## config.mk

```make
export PLATFORM = sky130hd
export DESIGN_NAME = stwp_top
export DESIGN_NICKNAME = d
export VERILOG_FILES = /design/src/core/stwp_pkg.sv /design/src/core/stwp_tick_if.sv /design/src/core/stwp_top.sv /design/src/core/stwp_divider.sv
export SDC_FILE = /design/constraint.sdc
export NUM_CORES = 1
export LEC_CHECK = 0
export ABC_AREA = 1
export BUFFER_PORTS_ARGS = -buffer_cell sky130_fd_sc_hd__buf_4
export CORE_MARGIN = 2
export CORE_UTILIZATION = 51
export CTS_BUF_LIST = sky130_fd_sc_hd__clkbuf_2 sky130_fd_sc_hd__clkbuf_4 sky130_fd_sc_hd__clkbuf_8
export DETAILED_ROUTE_END_ITERATION = 8
export PLACE_DENSITY = 0.78
export SLEW_MARGIN = 25
export SYNTH_ARGS = -nofsm -noshare
export SYNTH_HDL_FRONTEND = slang
export SYNTH_SLANG_ARGS = --single-unit
export TNS_END_PERCENT = 30
```

## constraint.sdc

```tcl
create_clock -name i_clk_sys -period 1.88 [get_ports i_clk_sys]
set_clock_uncertainty 0.2 [all_clocks]
set_input_delay 0.376 -clock i_clk_sys [delete_from_list [all_inputs] [get_ports i_clk_sys]]
set_output_delay 0.376 -clock i_clk_sys [all_outputs]
set_load 0.02 [all_outputs]
```

## src/core/stwp_pkg.sv

```systemverilog
// Package for the shared timer/watchdog divider block.
// Assumes a single 40 MHz system clock and an active-low asynchronous reset.
package stwp_pkg;
	localparam int STWP_DIV_W = 8;
	localparam int STWP_CFG_W = 6;
	localparam int STWP_RATIO_LSB = 0;
	localparam int STWP_RATIO_W = 3;
	localparam int STWP_ASSIGN_BIT = 3;
	localparam int STWP_EDGE_BIT = 4;
	localparam int STWP_SRC_BIT = 5;
	localparam logic [STWP_CFG_W-1:0] STWP_CFG_RST = 6'h3f;
	localparam logic [STWP_DIV_W-1:0] STWP_DIV_RST = 8'h00;
	localparam real STWP_CLK_MHZ = 40.0;
	localparam int STWP_SYNC_STAGES = 3;

	typedef enum logic [1:0] {
		STWP_USER_TMR = 2'b01,
		STWP_USER_WDT = 2'b10
	} stwp_user_t;
endpackage : stwp_pkg

```

## src/core/stwp_tick_if.sv

```systemverilog
// Interface carrying the divider's input tick and tapped output between modules.
// Assumes both ends sit on the same system clock.
`timescale 1ns/1ps
interface stwp_tick_if;
	logic tick_in;
	logic clear;
	logic [2:0] ratio;
	logic tmr_mode;
	logic tick_out;
	modport ctrl (output tick_in, output clear, output ratio, output tmr_mode, input tick_out);
	modport div (input tick_in, input clear, input ratio, input tmr_mode, output tick_out);
endinterface : stwp_tick_if

```

## src/core/stwp_top.sv

```systemverilog
// Shared timer/watchdog divider: configuration, routing and clears.
// Assumes the core supplies one-cycle strobes per instruction cycle.
// Functional notes
// - One 8-bit divider, prescaler for timer or postscaler for watchdog.
// - Divider serves one user; the other runs undivided.
// - Assignment bit and 3-bit ratio in config bits 3..0 pick user and ratio.
// - Timer-assigned: any timer count write clears the divider.
// - Watchdog-assigned: watchdog-clear clears watchdog counter and divider.
// - Divider count has no read or write path.
// - Any reset forces the divider to zero.
// - Assignment may change any time without halting timer or watchdog.
// - Config bit 3: 0 selects timer, 1 selects watchdog.
// - Ratios are powers of two from 1 to 256.
// - Config: bit5 source, bit4 edge, bit3 assign, bits2..0 ratio; reset 111111.
// - External count pin is the alternative timer clock source.
`timescale 1ns/1ps
module stwp_top (
	input wire logic i_clk_sys,
	input wire logic i_rstn,
	input wire logic i_instr_tick,
	input wire logic i_wdt_tick,
	input wire logic i_ext_count_clk,
	input wire logic i_cfg_wr,
	input wire logic [stwp_pkg::STWP_CFG_W-1:0] i_cfg_data,
	input wire logic i_timer_count_wr,
	input wire logic i_watchdog_clear_instr,
	output logic [stwp_pkg::STWP_CFG_W-1:0] o_cfg,
	output logic o_timer_inc,
	output logic o_wdt_inc,
	output logic o_wdt_clear
);
	import stwp_pkg::*;

	stwp_tick_if tick_bus ();

	logic [STWP_CFG_W-1:0] cfg_ff;
	logic [STWP_SYNC_STAGES-1:0] ext_sync_ff;
	logic ext_level_ff;
	logic ext_edge;
	logic tmr_src_tick;
	logic scaler_assign_sel;
	logic [STWP_RATIO_W-1:0] scaler_ratio_sel;
	logic count_source_sel;
	logic count_edge_sel;
	logic timer_inc_ff;
	logic wdt_inc_ff;
	logic wdt_clear_ff;
	stwp_user_t user;

	// Config register, reset value 111111
	always_ff @(posedge i_clk_sys or negedge i_rstn) begin
		if (!i_rstn) begin
			cfg_ff <= STWP_CFG_RST;
		end else if (i_cfg_wr) begin
			cfg_ff <= i_cfg_data;
		end
	end

	assign scaler_ratio_sel = cfg_ff[STWP_RATIO_LSB +: STWP_RATIO_W];
	assign scaler_assign_sel = cfg_ff[STWP_ASSIGN_BIT];
	assign count_edge_sel = cfg_ff[STWP_EDGE_BIT];
	assign count_source_sel = cfg_ff[STWP_SRC_BIT];
	assign user = scaler_assign_sel ? STWP_USER_WDT : STWP_USER_TMR;

	// Three-stage synchroniser; only stages two and three are compared
	always_ff @(posedge i_clk_sys or negedge i_rstn) begin
		if (!i_rstn) begin
			ext_sync_ff <= '0;
			ext_level_ff <= 1'b0;
		end else begin
			ext_sync_ff <= {ext_sync_ff[1:0], i_ext_count_clk};
			if (ext_sync_ff[1] == ext_sync_ff[2]) begin
				ext_level_ff <= ext_sync_ff[2];
			end
		end
	end

	// Edge select: 0 counts rising, 1 counts falling
	assign ext_edge = (ext_sync_ff[1] == ext_sync_ff[2]) && (ext_sync_ff[2] != ext_level_ff)
		&& (ext_sync_ff[2] == ~count_edge_sel);
	assign tmr_src_tick = count_source_sel ? ext_edge : i_instr_tick;

	// Routing follows the live config bit, so a switch takes effect next cycle
	always_comb begin
		tick_bus.tmr_mode = 1'b1;
		tick_bus.tick_in = 1'b0;
		tick_bus.clear = 1'b0;
		case (user)
			STWP_USER_TMR: begin
				tick_bus.tmr_mode = 1'b1;
				tick_bus.tick_in = tmr_src_tick;
				tick_bus.clear = i_timer_count_wr;
			end
			STWP_USER_WDT: begin
				tick_bus.tmr_mode = 1'b0;
				tick_bus.tick_in = i_wdt_tick;
				tick_bus.clear = i_watchdog_clear_instr;
			end
			default: begin
				tick_bus.tmr_mode = 1'b1;
				tick_bus.tick_in = 1'b0;
				tick_bus.clear = 1'b0;
			end
		endcase
	end
	assign tick_bus.ratio = scaler_ratio_sel;

	stwp_divider u_div (
		.i_clk_sys(i_clk_sys),
		.i_rstn(i_rstn),
		.bus(tick_bus.div)
	);

	// Unassigned user bypasses the divider entirely
	always_ff @(posedge i_clk_sys or negedge i_rstn) begin
		if (!i_rstn) begin
			timer_inc_ff <= 1'b0;
			wdt_inc_ff <= 1'b0;
		end else begin
			timer_inc_ff <= scaler_assign_sel ? tmr_src_tick : tick_bus.tick_out;
			wdt_inc_ff <= scaler_assign_sel ? tick_bus.tick_out : i_wdt_tick;
		end
	end

	// Watchdog-clear always resets the watchdog counter itself
	always_ff @(posedge i_clk_sys or negedge i_rstn) begin
		if (!i_rstn) begin
			wdt_clear_ff <= 1'b0;
		end else begin
			wdt_clear_ff <= i_watchdog_clear_instr;
		end
	end

	assign o_cfg = cfg_ff;
	assign o_timer_inc = timer_inc_ff;
	assign o_wdt_inc = wdt_inc_ff;
	assign o_wdt_clear = wdt_clear_ff;
endmodule : stwp_top

```

## src/core/stwp_divider.sv

```systemverilog
// Eight-bit ripple-free divider counter with tap multiplexer.
// Assumes tick_in is a one-cycle enable pulse on the system clock.
`timescale 1ns/1ps
module stwp_divider (
	input wire logic i_clk_sys,
	input wire logic i_rstn,
	stwp_tick_if.div bus
);
	import stwp_pkg::*;

	logic [STWP_DIV_W-1:0] cnt_ff;
	logic [STWP_DIV_W-1:0] nxt_cnt;
	logic [STWP_DIV_W:0] carry;

	// Counter is never loaded from outside; only ticks, clear and reset change it
	always_comb begin
		nxt_cnt = cnt_ff + 8'h01;
	end

	always_ff @(posedge i_clk_sys or negedge i_rstn) begin
		if (!i_rstn) begin
			cnt_ff <= STWP_DIV_RST;
		end else if (bus.clear) begin
			cnt_ff <= STWP_DIV_RST;
		end else if (bus.tick_in) begin
			cnt_ff <= nxt_cnt;
		end
	end

	// carry[k] pulses once every 2^k input ticks
	// A clear in the same cycle swallows the tick, so no stale carry escapes
	assign carry[0] = bus.tick_in & ~bus.clear;
	genvar k;
	generate
		for (k = 0; k < STWP_DIV_W; k++) begin : g_carry
			assign carry[k+1] = carry[k] & (&cnt_ff[k:0]);
		end
	endgenerate

	// Timer taps 2^(n+1), watchdog taps 2^n, so 1..256 overall
	assign bus.tick_out = bus.tmr_mode ? carry[bus.ratio + 4'd1] : carry[bus.ratio];
endmodule : stwp_divider

```

---- Yosys cells after proc, flatten, opt, wreduce, memory -nomap -nowiden ----
Index checks and enable logic that the tools add are counted.
storage, ports and cells
  flip-flop bits (word level) ............. 21
  latch bits .............................. 0
  RAM bits ................................ 0
  memories kept ........................... 0
  logic and storage cells ................. 50
  output and inout port bits .............. 9
  bits of input ports ..................... 14
  ROM bits ................................ 0
operators by class
  bitwise operators ....................... 11
  equality and inequality tests ........... 5
  order comparisons ....................... 2
  divide/modulo/power cells ............... 0
  shift operators ......................... 0
  multiplexer cells ....................... 13
  add/sub/neg operators ................... 2
  multipliers ............................. 0
  reduce and logical (&&, ||, !) cells .... 10
operator list
  kind                                                                   number
  8-bit 2-to-1 mux                                                       2
  1-bit bitwise AND                                                      9
  8-bit by 1-bit adder with 8-bit output, second input constant          1
  8-bit AND reduction                                                    1
  7-bit AND reduction                                                    1
  1-bit 2-to-1 mux                                                       6
  6-bit AND reduction                                                    1
  3-bit by 5-bit < comparator with 1-bit output, second input constant   1
  4-bit by 5-bit < comparator with 1-bit output, second input constant   1
  5-bit AND reduction                                                    1
  3-bit by 1-bit adder with 4-bit output, second input constant          1
  1-bit binary-select mux with 4-bit select                              1
  1-bit case mux with 2 select lines                                     2
  4-bit AND reduction                                                    1
  1-bit binary-select mux with 3-bit select                              1
  3-bit AND reduction                                                    1
  1-bit equality test                                                    2
  2-bit by 1-bit equality test with 1-bit output, second input constant  1
  2-bit equality test, second input constant                             1
  1-bit logical AND                                                      2
  2-bit 2-to-1 mux                                                       1
  1-bit inverter                                                         2
  2-bit AND reduction                                                    1
  2-bit nonzero test                                                     1
  1-bit != test                                                          1

---- Longest topological paths before layout ----
Gate-level depths: netlist (run 1).
  word-level depth ........................ 18
  depth in mapped cells ................... 12
  gate-level depth less buffers ........... 12

---- Cells and area by module ----
Synthesis (run 1) repeated with hierarchy kept, for this count alone.
unflattened totals
  cells, all modules ...................... 151
  area total of the unflattened synthesis .. 1,198.6 µm²
by module, submodules not included
  module        sequential area each (µm²)  cells each  area each (µm²)  times used
  stwp_divider  200.2                       98          676.9            1
  stwp_top      332.8                       53          521.8            1

---- Least setup slack after synthesis (run 1) ----
Ideal clock, no wire load.
  path type ............................... flip-flop to flip-flop
  start point ............................. register cfg_ff[3] (netlist: o_cfg[3])
  end point ............................... register timer_inc_ff (netlist: o_timer_inc)
  cell stages (with the launch flop) ...... 10
  setup time .............................. 0.073 ns
  setup slack ............................. 0.016 ns
  period minus slack after synthesis ...... 1.864 ns
  data required time ...................... 1.607 ns
  data arrival time ....................... 1.591 ns
  buffers on the path ..................... 0
  cells stage by stage .................... dfstp_2 -> inv_2 -> or2_0 -> o21ai_2 -> nand4_4 -> nor2_4 -> nand3_1 -> nand2_1 -> inv_1 -> a21oi_2
on the way
  cells in the longest elaborated chain, start to end .. 17
  elaborated cells between the ends (all ways) .. 21
  those cells by class .................... eq/ne (2); mux (9); bitwise (10)
RTL lines
  item                                                                                          line                RTL
  start: declaration                                                                            stwp_top.sv:36      logic [STWP_CFG_W-1:0] cfg_ff;
  start signal: assignment                                                                      stwp_top.sv:55      cfg_ff <= i_cfg_data;
  2-bit 2-to-1 mux                                                                              stwp_top.sv:63      assign user = scaler_assign_sel ? STWP_USER_WDT : STWP_USER_TMR;
  2-bit equality test / 2-bit by 1-bit equality test with 1-bit output (equally long branches)  stwp_top.sv:88      case (user)
  1-bit case mux with 2 select lines                                                            stwp_top.sv:88
  1-bit inverter                                                                                stwp_divider.sv:32  assign carry[0] = bus.tick_in & ~bus.clear;
  1-bit bitwise AND                                                                             stwp_divider.sv:32
  1-bit bitwise AND (8 in a row)                                                                stwp_divider.sv:36  assign carry[k+1] = carry[k] & (&cnt_ff[k:0]);
  1-bit binary-select mux with 4-bit select                                                     stwp_divider.sv:41  assign bus.tick_out = bus.tmr_mode ? carry[bus.ratio + 4'd1] : carry[bus.ratio];
  1-bit 2-to-1 mux (not written as such)                                                        stwp_divider.sv:41
  1-bit 2-to-1 mux                                                                              stwp_divider.sv:41
  1-bit 2-to-1 mux *                                                                            stwp_top.sv:120     timer_inc_ff <= scaler_assign_sel ? tmr_src_tick : tick_bus.tick_out;
  end signal: assignment                                                                        stwp_top.sv:120
  end: declaration                                                                              stwp_top.sv:45      logic timer_inc_ff;
Every way passes the cells marked *; elsewhere a longest branch is shown, timed or not. The select of a mux whose other input is x is not followed.
A chain may end at the register's enable or synchronous reset.

---- Worst setup path after layout (run 1) ----
  start point ............................. register u_div.cnt_ff[1]
  end point ............................... register timer_inc_ff (netlist: o_timer_inc)
on the way
  cells in the longest elaborated chain, start to end .. 12
  elaborated cells between the ends (all ways) .. 20
  those cells by class .................... mux (6); bitwise (7); reduce/logical (7)
RTL lines
  item                                       line                RTL
  start: declaration                         stwp_divider.sv:11  logic [STWP_DIV_W-1:0] cnt_ff;
  start signal: assignment                   stwp_divider.sv:26  cnt_ff <= nxt_cnt;
  2-bit AND reduction                        stwp_divider.sv:36
  1-bit bitwise AND (7 in a row)             stwp_divider.sv:36
  1-bit binary-select mux with 4-bit select  stwp_divider.sv:41
  1-bit 2-to-1 mux (not written as such)     stwp_divider.sv:41
  1-bit 2-to-1 mux *                         stwp_divider.sv:41
  1-bit 2-to-1 mux *                         stwp_top.sv:120
Marked as above.

==> impl_metrics.env, run 1 <==
export IMPL_status="finished, violations left"
export IMPL_violations="negative setup slack"
export IMPL_die_area_sq_um=2680
export IMPL_max_freq_mhz=531
export IMPL_grt_overflow_total=0
export IMPL_synth_seq_area_share_pct=45.7
export IMPL_pre_cts_slack_ns=-0.0487
export IMPL_min_to="o_cfg[4]"
export IMPL_crit_fanout=4
export IMPL_area_growth_pct=37.1
export IMPL_clock_latency_ns=0.30
export IMPL_wl_um=2990
export IMPL_wire_per_inst_um=13.8
export IMPL_top_layer_used="met4"
export IMPL_globalplace_congestion=0.969
export IMPL_maxSlewHeadroom_pct=78.4
export IMPL_core_area_sq_um=2190
export IMPL_grt_pass1_vias=1170
export IMPL_internal_power_uw=711
export IMPL_finalCritPeriodShare_pct=100
export IMPL_synthCells=146
export IMPL_clkSinkCount=21
export IMPL_criticalPathCategory="flop to flop"
export IMPL_port_buffers=22
export IMPL_grt_use_total_pct=23.2
export IMPL_placed_area_sq_um=1420
export IMPL_synth_seq_cells=21
export IMPL_worstHoldPathCells=3
export IMPL_yosysWarnings=0
export IMPL_clockRootBuffer="clkbuf_4"
export IMPL_power_share_clock_pct=22.4
export IMPL_hp_start="i_cfg_data[4]"
export IMPL_dpl_hpwl_um=2050
export IMPL_stdcell_count=216
export IMPL_maxSlewViolCount=0
export IMPL_p_comb_share_pct=27.8
export IMPL_clkTransAtPathRegs_ns=0.12
export IMPL_wl_met1_um=1260
export IMPL_cts_buffer_depth=2
export IMPL_peakVddDrop_mv=0.411
export IMPL_drv_cap=0
export IMPL_detail_route_antenna_nets=0
export IMPL_reg2reg_from="u_div.cnt_ff[1]"
export IMPL_pin_count=23
export IMPL_fin_nets=207
export IMPL_setup_violations=1
export IMPL_hp_class="primary input to flop"
export IMPL_synth_cell_types=24
export IMPL_final_layout_size_suffix_gt1_share_pct=37.2
export IMPL_syn_num_nets=164
export IMPL_die_h_um=51.8
export IMPL_setup_ws_ns=-0.00276
export IMPL_synth_area_sq_um=1170
export IMPL_syn_mean_instance_area_sq_um=7.99
export IMPL_rsz0062_at_grt="true"
export IMPL_vias=1192
export IMPL_drc_errors=0
export IMPL_drt_pass1_iterations=4
export IMPL_finalHoldViolCount=0
export IMPL_crit_path_start_kind="flop"
export IMPL_required_ns=1.93
export IMPL_htreeDepth=1
export IMPL_wl_met2_um=1500
export IMPL_powerDensity_nw_per_um2=650
export IMPL_grt_max_degree=22
export IMPL_cts_tree="done"
export IMPL_leakage_uw=0.000771
export IMPL_antenna_found_initial=0
export IMPL_grt_pass1_wl_um=4710
export IMPL_final_area_sq_um=1600
export IMPL_p_sw_share_pct=31.6
export IMPL_num_rows=17
export IMPL_seqPwrFrac_pct=49.8
export IMPL_timing_rr_end="o_timer_inc"
export IMPL_switchingPower_uw=328
export IMPL_dp_cells=202
export IMPL_initial_utilization_pct=53.2
export IMPL_antenna_cells=0
export IMPL_p_total_uw=1040
export IMPL_via_per_inst=5.52
export IMPL_period_needed_ns=1.88
export IMPL_r2r_slack_ns=-0.003
export IMPL_tightest_slew_ns=0.321
export IMPL_cts_buffers_inserted=3
export IMPL_drt_iter0_drc=43
export IMPL_end_kind="flop"
export IMPL_wl_met3_um=177
export IMPL_r2r_cells=10
export IMPL_fp_dieW_um=51.8
export IMPL_arrival_ns=1.93
-- layer usage --
metal,vias up,GRT usage (%)
li1,565,-
met1,565,27.1
met2,55,41.2
met3,7,3.45
met4,0,11.8
met5,-,0
-- cell families (layout without fill, tap and decap cells) --
| group | Yosys count | count (layout) | share of synthesized area [%] |
|---|---|---|---|
| flops | 21 | 21 | 45.7 |
| buf+inv | 24 | 66 | 7.72 |
| xor+xnor | 1 | 1 | 0.751 |
| simple gates | 65 | 65 | 27.4 |
| fa+ha+maj | 4 | 4 | 4.29 |
| compound gates | 31 | 31 | 14.2 |
-- synthesized netlist by cell type, drive strengths merged --
cell type,instances,area share [%]
a21oi,11,5.0
ha,4,4.3
inv,23,7.4
clkbuf,1,0.32
dfrtp,15,32
o21ai,19,8.5
o211ai,1,0.64
xnor2,1,0.75
dfstp,6,14
nand4,4,3.4
or2,2,1.1
nor3,3,1.3
nor2,10,3.9
nand3,14,6.9
and3,1,0.64
nor4,1,0.54
nand2,30,9.7
-- per-stage QoR --
step	util, %	setup TNS [ns]	hold slack [ns]
floorplan	-	0	-0.120
global placement	64.6	0	0.0689
detailed placement	64.6	-0.0754	0.0716
CTS	69.3	-0.00810	0.0745
global route	73.0	-0.288	0.0750
finish	73.0	-0.00276	0.0775
-- cell type report --
| cell class | count | area, sq um |
|---|---|---|
| Tap cell | 28 | 35.0 |
| Inverter | 23 | 88.8 |
| Sequential cell | 21 | 533 |
| Timing Repair Buffer | 39 | 304 |
| Clock buffer | 4 | 30.0 |
| Multi-Input combinational cell | 101 | 608 |
| Fill cell | 151 | 592 |
-- state kept, by name (all words and copies together) (netlist names) --
register / cells
ext_level_ff: 1
o_timer_inc: 1
o_cfg: 6
o_wdt_inc: 1
ext_sync_ff: 3
u_div.cnt_ff: 8
o_wdt_clear: 1
-- layout by cell type (no fill, tap or decap), types with 3 or more instances in the layout --
cell type	Yosys	layout
dlygate4sd3_1	0	3
inv_2	1	4
nand2_1	30	28
nand3_2	2	5
buf_4	0	35
nor2_1	9	9
dfstp_2	6	6
nand3_1	12	8
o21ai_0	18	18
nand4_1	3	3
ha_1	4	3
a21oi_1	10	9
clkbuf_4	0	4
inv_1	22	18
dfrtp_1	15	15
-- power groups by stage --
stage | logic [uW] | clock network [uW] | registers (uW)
floorplan | 112 | 0 | 546
global placement | 234 | 0 | 522
detailed placement | 243 | 0 | 525
CTS | 265 | 236 | 516
global route | 317 | 258 | 522
finish | 289 | 233 | 517
-- worst max path at each step --
| stage | slack (ns) | startpoint | to | depth (start not counted) |
|---|---|---|---|---|
| after floorplan | 0.02 | o_cfg[3] | o_timer_inc | 9 |
| after detailed placement | -0.05 | u_div.cnt_ff[0] | o_timer_inc | 10 |
| after global routing | -0.12 | u_div.cnt_ff[1] | o_timer_inc | 10 |
| after global placement | 0.06 | o_cfg[3] | o_timer_inc | 9 |
| after CTS | -0.008 | o_cfg[3] | o_timer_inc | 9 |
| final | -0.003 | u_div.cnt_ff[1] | o_timer_inc | 10 |
-- what timing repair did --
action,in CTS,in global routing
hold endpoints to repair,23,0
gates resized for setup,6,15
pin swaps,6,10
hold buffers,3,0
setup endpoints to repair,2,7
setup buffers,3,4
gates cloned,0,0
-- worst max-delay path, cell delays in order, from the launching register on --
cell and delay [ns]:
dfrtp_1 0.37, ha_2 0.20, nand3_2 0.08, inv_2 0.07, buf_6 0.10, nand4_1 0.22
a21oi_2 0.24, nand3_2 0.09, nand3_2 0.07, nand2_2 0.05, a21oi_2 0.12
(Power assumes the default switching activity.)
==> run 2: changes to the inputs <==
--- a/config.mk
+++ b/config.mk
@@ -8,4 +8,5 @@
 export ABC_AREA = 1
 export BUFFER_PORTS_ARGS = -buffer_cell sky130_fd_sc_hd__buf_4
+export CORE_ASPECT_RATIO = 0.6
 export CORE_MARGIN = 2
 export CORE_UTILIZATION = 51
==> constraint.sdc (replaced) <==
create_clock -name i_clk_sys -period 1.88 [get_ports i_clk_sys]
set_clock_uncertainty 0.2 [all_clocks]
set_input_delay 0 -clock i_clk_sys [delete_from_list [all_inputs] [get_ports i_clk_sys]]
set_output_delay 0 -clock i_clk_sys [all_outputs]
set_load 0.02 [all_outputs]
==> run 2 against run 1 <==
The run still ends with negative setup slack left. Global-route usage grew 5.0 points. Utilization is 5.2 points higher. Routed wire length up 16%. Sequential power about the same. Via count rose by 7.6%. Sequential cell count unchanged. Setup slack lost 0.11 ns. Maximum frequency fell by 5.5%. Die area up 0.48%. Largest power group unchanged. Highest routed layer unchanged.
==> impl_metrics.env, run 2 (synthesized netlist as in run 1, its figures left out) <==
export IMPL_slowest_delay_ns=0.57
export IMPL_die_h_um=41.0
export IMPL_path_cells="inv_4, or2_0, o21ai_2, nand4_4, nor2_1, nor2_1, nor2_1, nand2_1, a21oi_2"
export IMPL_drt_iter0_drc=159
export IMPL_crit_start="o_cfg[3]"
export IMPL_end_kind="flop"
export IMPL_p_comb_share_pct=26.3
export IMPL_path_common_cell="nor2_1"
export IMPL_stdcell_count=229
export IMPL_globalplace_congestion=0.907
export IMPL_initial_utilization_pct=53.9
export IMPL_drc_errors=0
export IMPL_finalHoldViolCount=0
export IMPL_drv_cap=0
export IMPL_rsz0062_at_grt="true"
export IMPL_tns_ns=-0.163
export IMPL_htreeDepth=1
export IMPL_period_needed_ns=1.99
export IMPL_powerDensity_nw_per_um2=666
export IMPL_setup_ws_ns=-0.112
export IMPL_antenna_found_initial=0
export IMPL_violations="negative setup slack"
export IMPL_maxSlewViolCount=0
export IMPL_clockRootBuffer="clkbuf_8"
export IMPL_grt_pass1_wl_um=5430
export IMPL_criticalPathCategory="flop to flop"
export IMPL_fin_nets=218
export IMPL_seqPwrFrac_pct=45.9
export IMPL_grt_max_degree=16
export IMPL_pin_count=23
export IMPL_largest_reg_flops=8
export IMPL_status="finished, violations left"
export IMPL_crit_fanout=8
export IMPL_cts_tree="done"
export IMPL_regMostFlops="u_div.cnt_ff"
export IMPL_wire_per_inst_um=15.2
export IMPL_hp_class="primary input to flop"
export IMPL_power_share_clock_pct=27.9
export IMPL_grt_pass1_vias=1192
export IMPL_crit_path_start_kind="flop"
export IMPL_pre_cts_slack_ns=-0.103
export IMPL_tightest_slew_ns=0.683
export IMPL_die_area_sq_um=2700
export IMPL_setup_violations=2
export IMPL_wl_um=3480
export IMPL_layout_common_cells="nand2_1, buf_4, inv_1"
export IMPL_reg2reg_from="o_cfg[3]"
export IMPL_peakVddDrop_mv=0.637
export IMPL_final_layout_size_suffix_gt1_share_pct=25.6
export IMPL_arrival_ns=2.00
export IMPL_core_area_sq_um=2160
export IMPL_dpl_hpwl_um=2170
export IMPL_fp_dieW_um=65.7
export IMPL_via_per_inst=5.60
export IMPL_cts_buffer_depth=2
export IMPL_clock_latency_ns=0.27
export IMPL_grt_use_total_pct=28.3
export IMPL_grt_overflow_total=0
export IMPL_antenna_cells=0
export IMPL_leakage_uw=0.000810
export IMPL_drt_pass1_iterations=4
export IMPL_clkSinkCount=21
export IMPL_clkTransAtPathRegs_ns=0.08
export IMPL_switchingPower_uw=341
export IMPL_required_ns=1.88
export IMPL_num_rows=13
export IMPL_finalCritPeriodShare_pct=106
export IMPL_detail_route_antenna_nets=0
export IMPL_hp_start="i_timer_count_wr"
export IMPL_port_buffers=22
export IMPL_cts_buffers_inserted=3
export IMPL_p_sw_share_pct=30.3
export IMPL_dp_cells=204
export IMPL_maxSlewHeadroom_pct=54.3
export IMPL_slowest_stage="dfstp_2"
export IMPL_area_growth_pct=45.1
export IMPL_vias=1282
export IMPL_max_freq_mhz=502
export IMPL_internal_power_uw=786
## run 2: per-layer routing
| layer | global-route usage, % | part of all wire [%] | vias to the layer above |
|---|---|---|---|
| met3 | 6.59 | 7.7 | 12 |
| met5 | 0 | 0 | - |
| met2 | 52.3 | 49 | 71 |
| li1 | - | - | 588 |
| met1 | 34.3 | 42 | 611 |
| met4 | 8.33 | 2.2 | 0 |
## run 2: critical path, delay by kind of cell (launching register included)
kind | cells | cell delay (ns)
simple gates | 6 | 0.84
flops | 1 | 0.57
compound gates | 2 | 0.25
buf+inv | 1 | 0.06
## run 2: what timing repair did
action                     CTS  global route
hold buffers                20             1
setup endpoints to repair    2             6
buffers inserted             1             0
pin swaps                    2             1
hold endpoints to repair    31             1
gates resized for setup      2             3
## run 2: power groups by stage
stage               registers [uW]  clock network, uW  logic (uW)
detailed placement             524                  0         246
global route                   521                330         322
finish                         517                314         296
global placement               522                  0         238
CTS                            516                311         286
floorplan                      546                  0         112
## run 2: final cells by class
cell class / count / area, sq um
multi-input cells: 101 / 558
flip-flops and latches: 21 / 533
fillers: 141 / 472
repair buffers: 50 / 425
inverters: 23 / 88.8
clock buffers: 4 / 48.8
well taps: 30 / 37.5
## run 2: final timing paths
path,endpoint,cells after the start,slack [ns]
setup / recovery,o_timer_inc,9,-0.11
setup reg to reg,o_timer_inc,9,-0.11
max in group asynchronous,ext_sync_ff[2],3,0.30
min in group asynchronous,o_cfg[0],2,0.07
hold reg to reg,ext_sync_ff[1],0,0.16
hold / removal,u_div.cnt_ff[4],5,0.04
## run 2: through the flow
step | instance area (sq um) | utilization (%) | power, uW | hold slack [ns]
floorplan | 1170 | - | 658 | -0.496
global placement | 1420 | 65.5 | 761 | -0.306
detailed placement | 1420 | 65.5 | 770 | -0.303
CTS | 1680 | 77.7 | 1110 | 0.0362
global route | 1690 | 78.2 | 1170 | 0.0496
finish | 1690 | 78.2 | 1130 | 0.0363
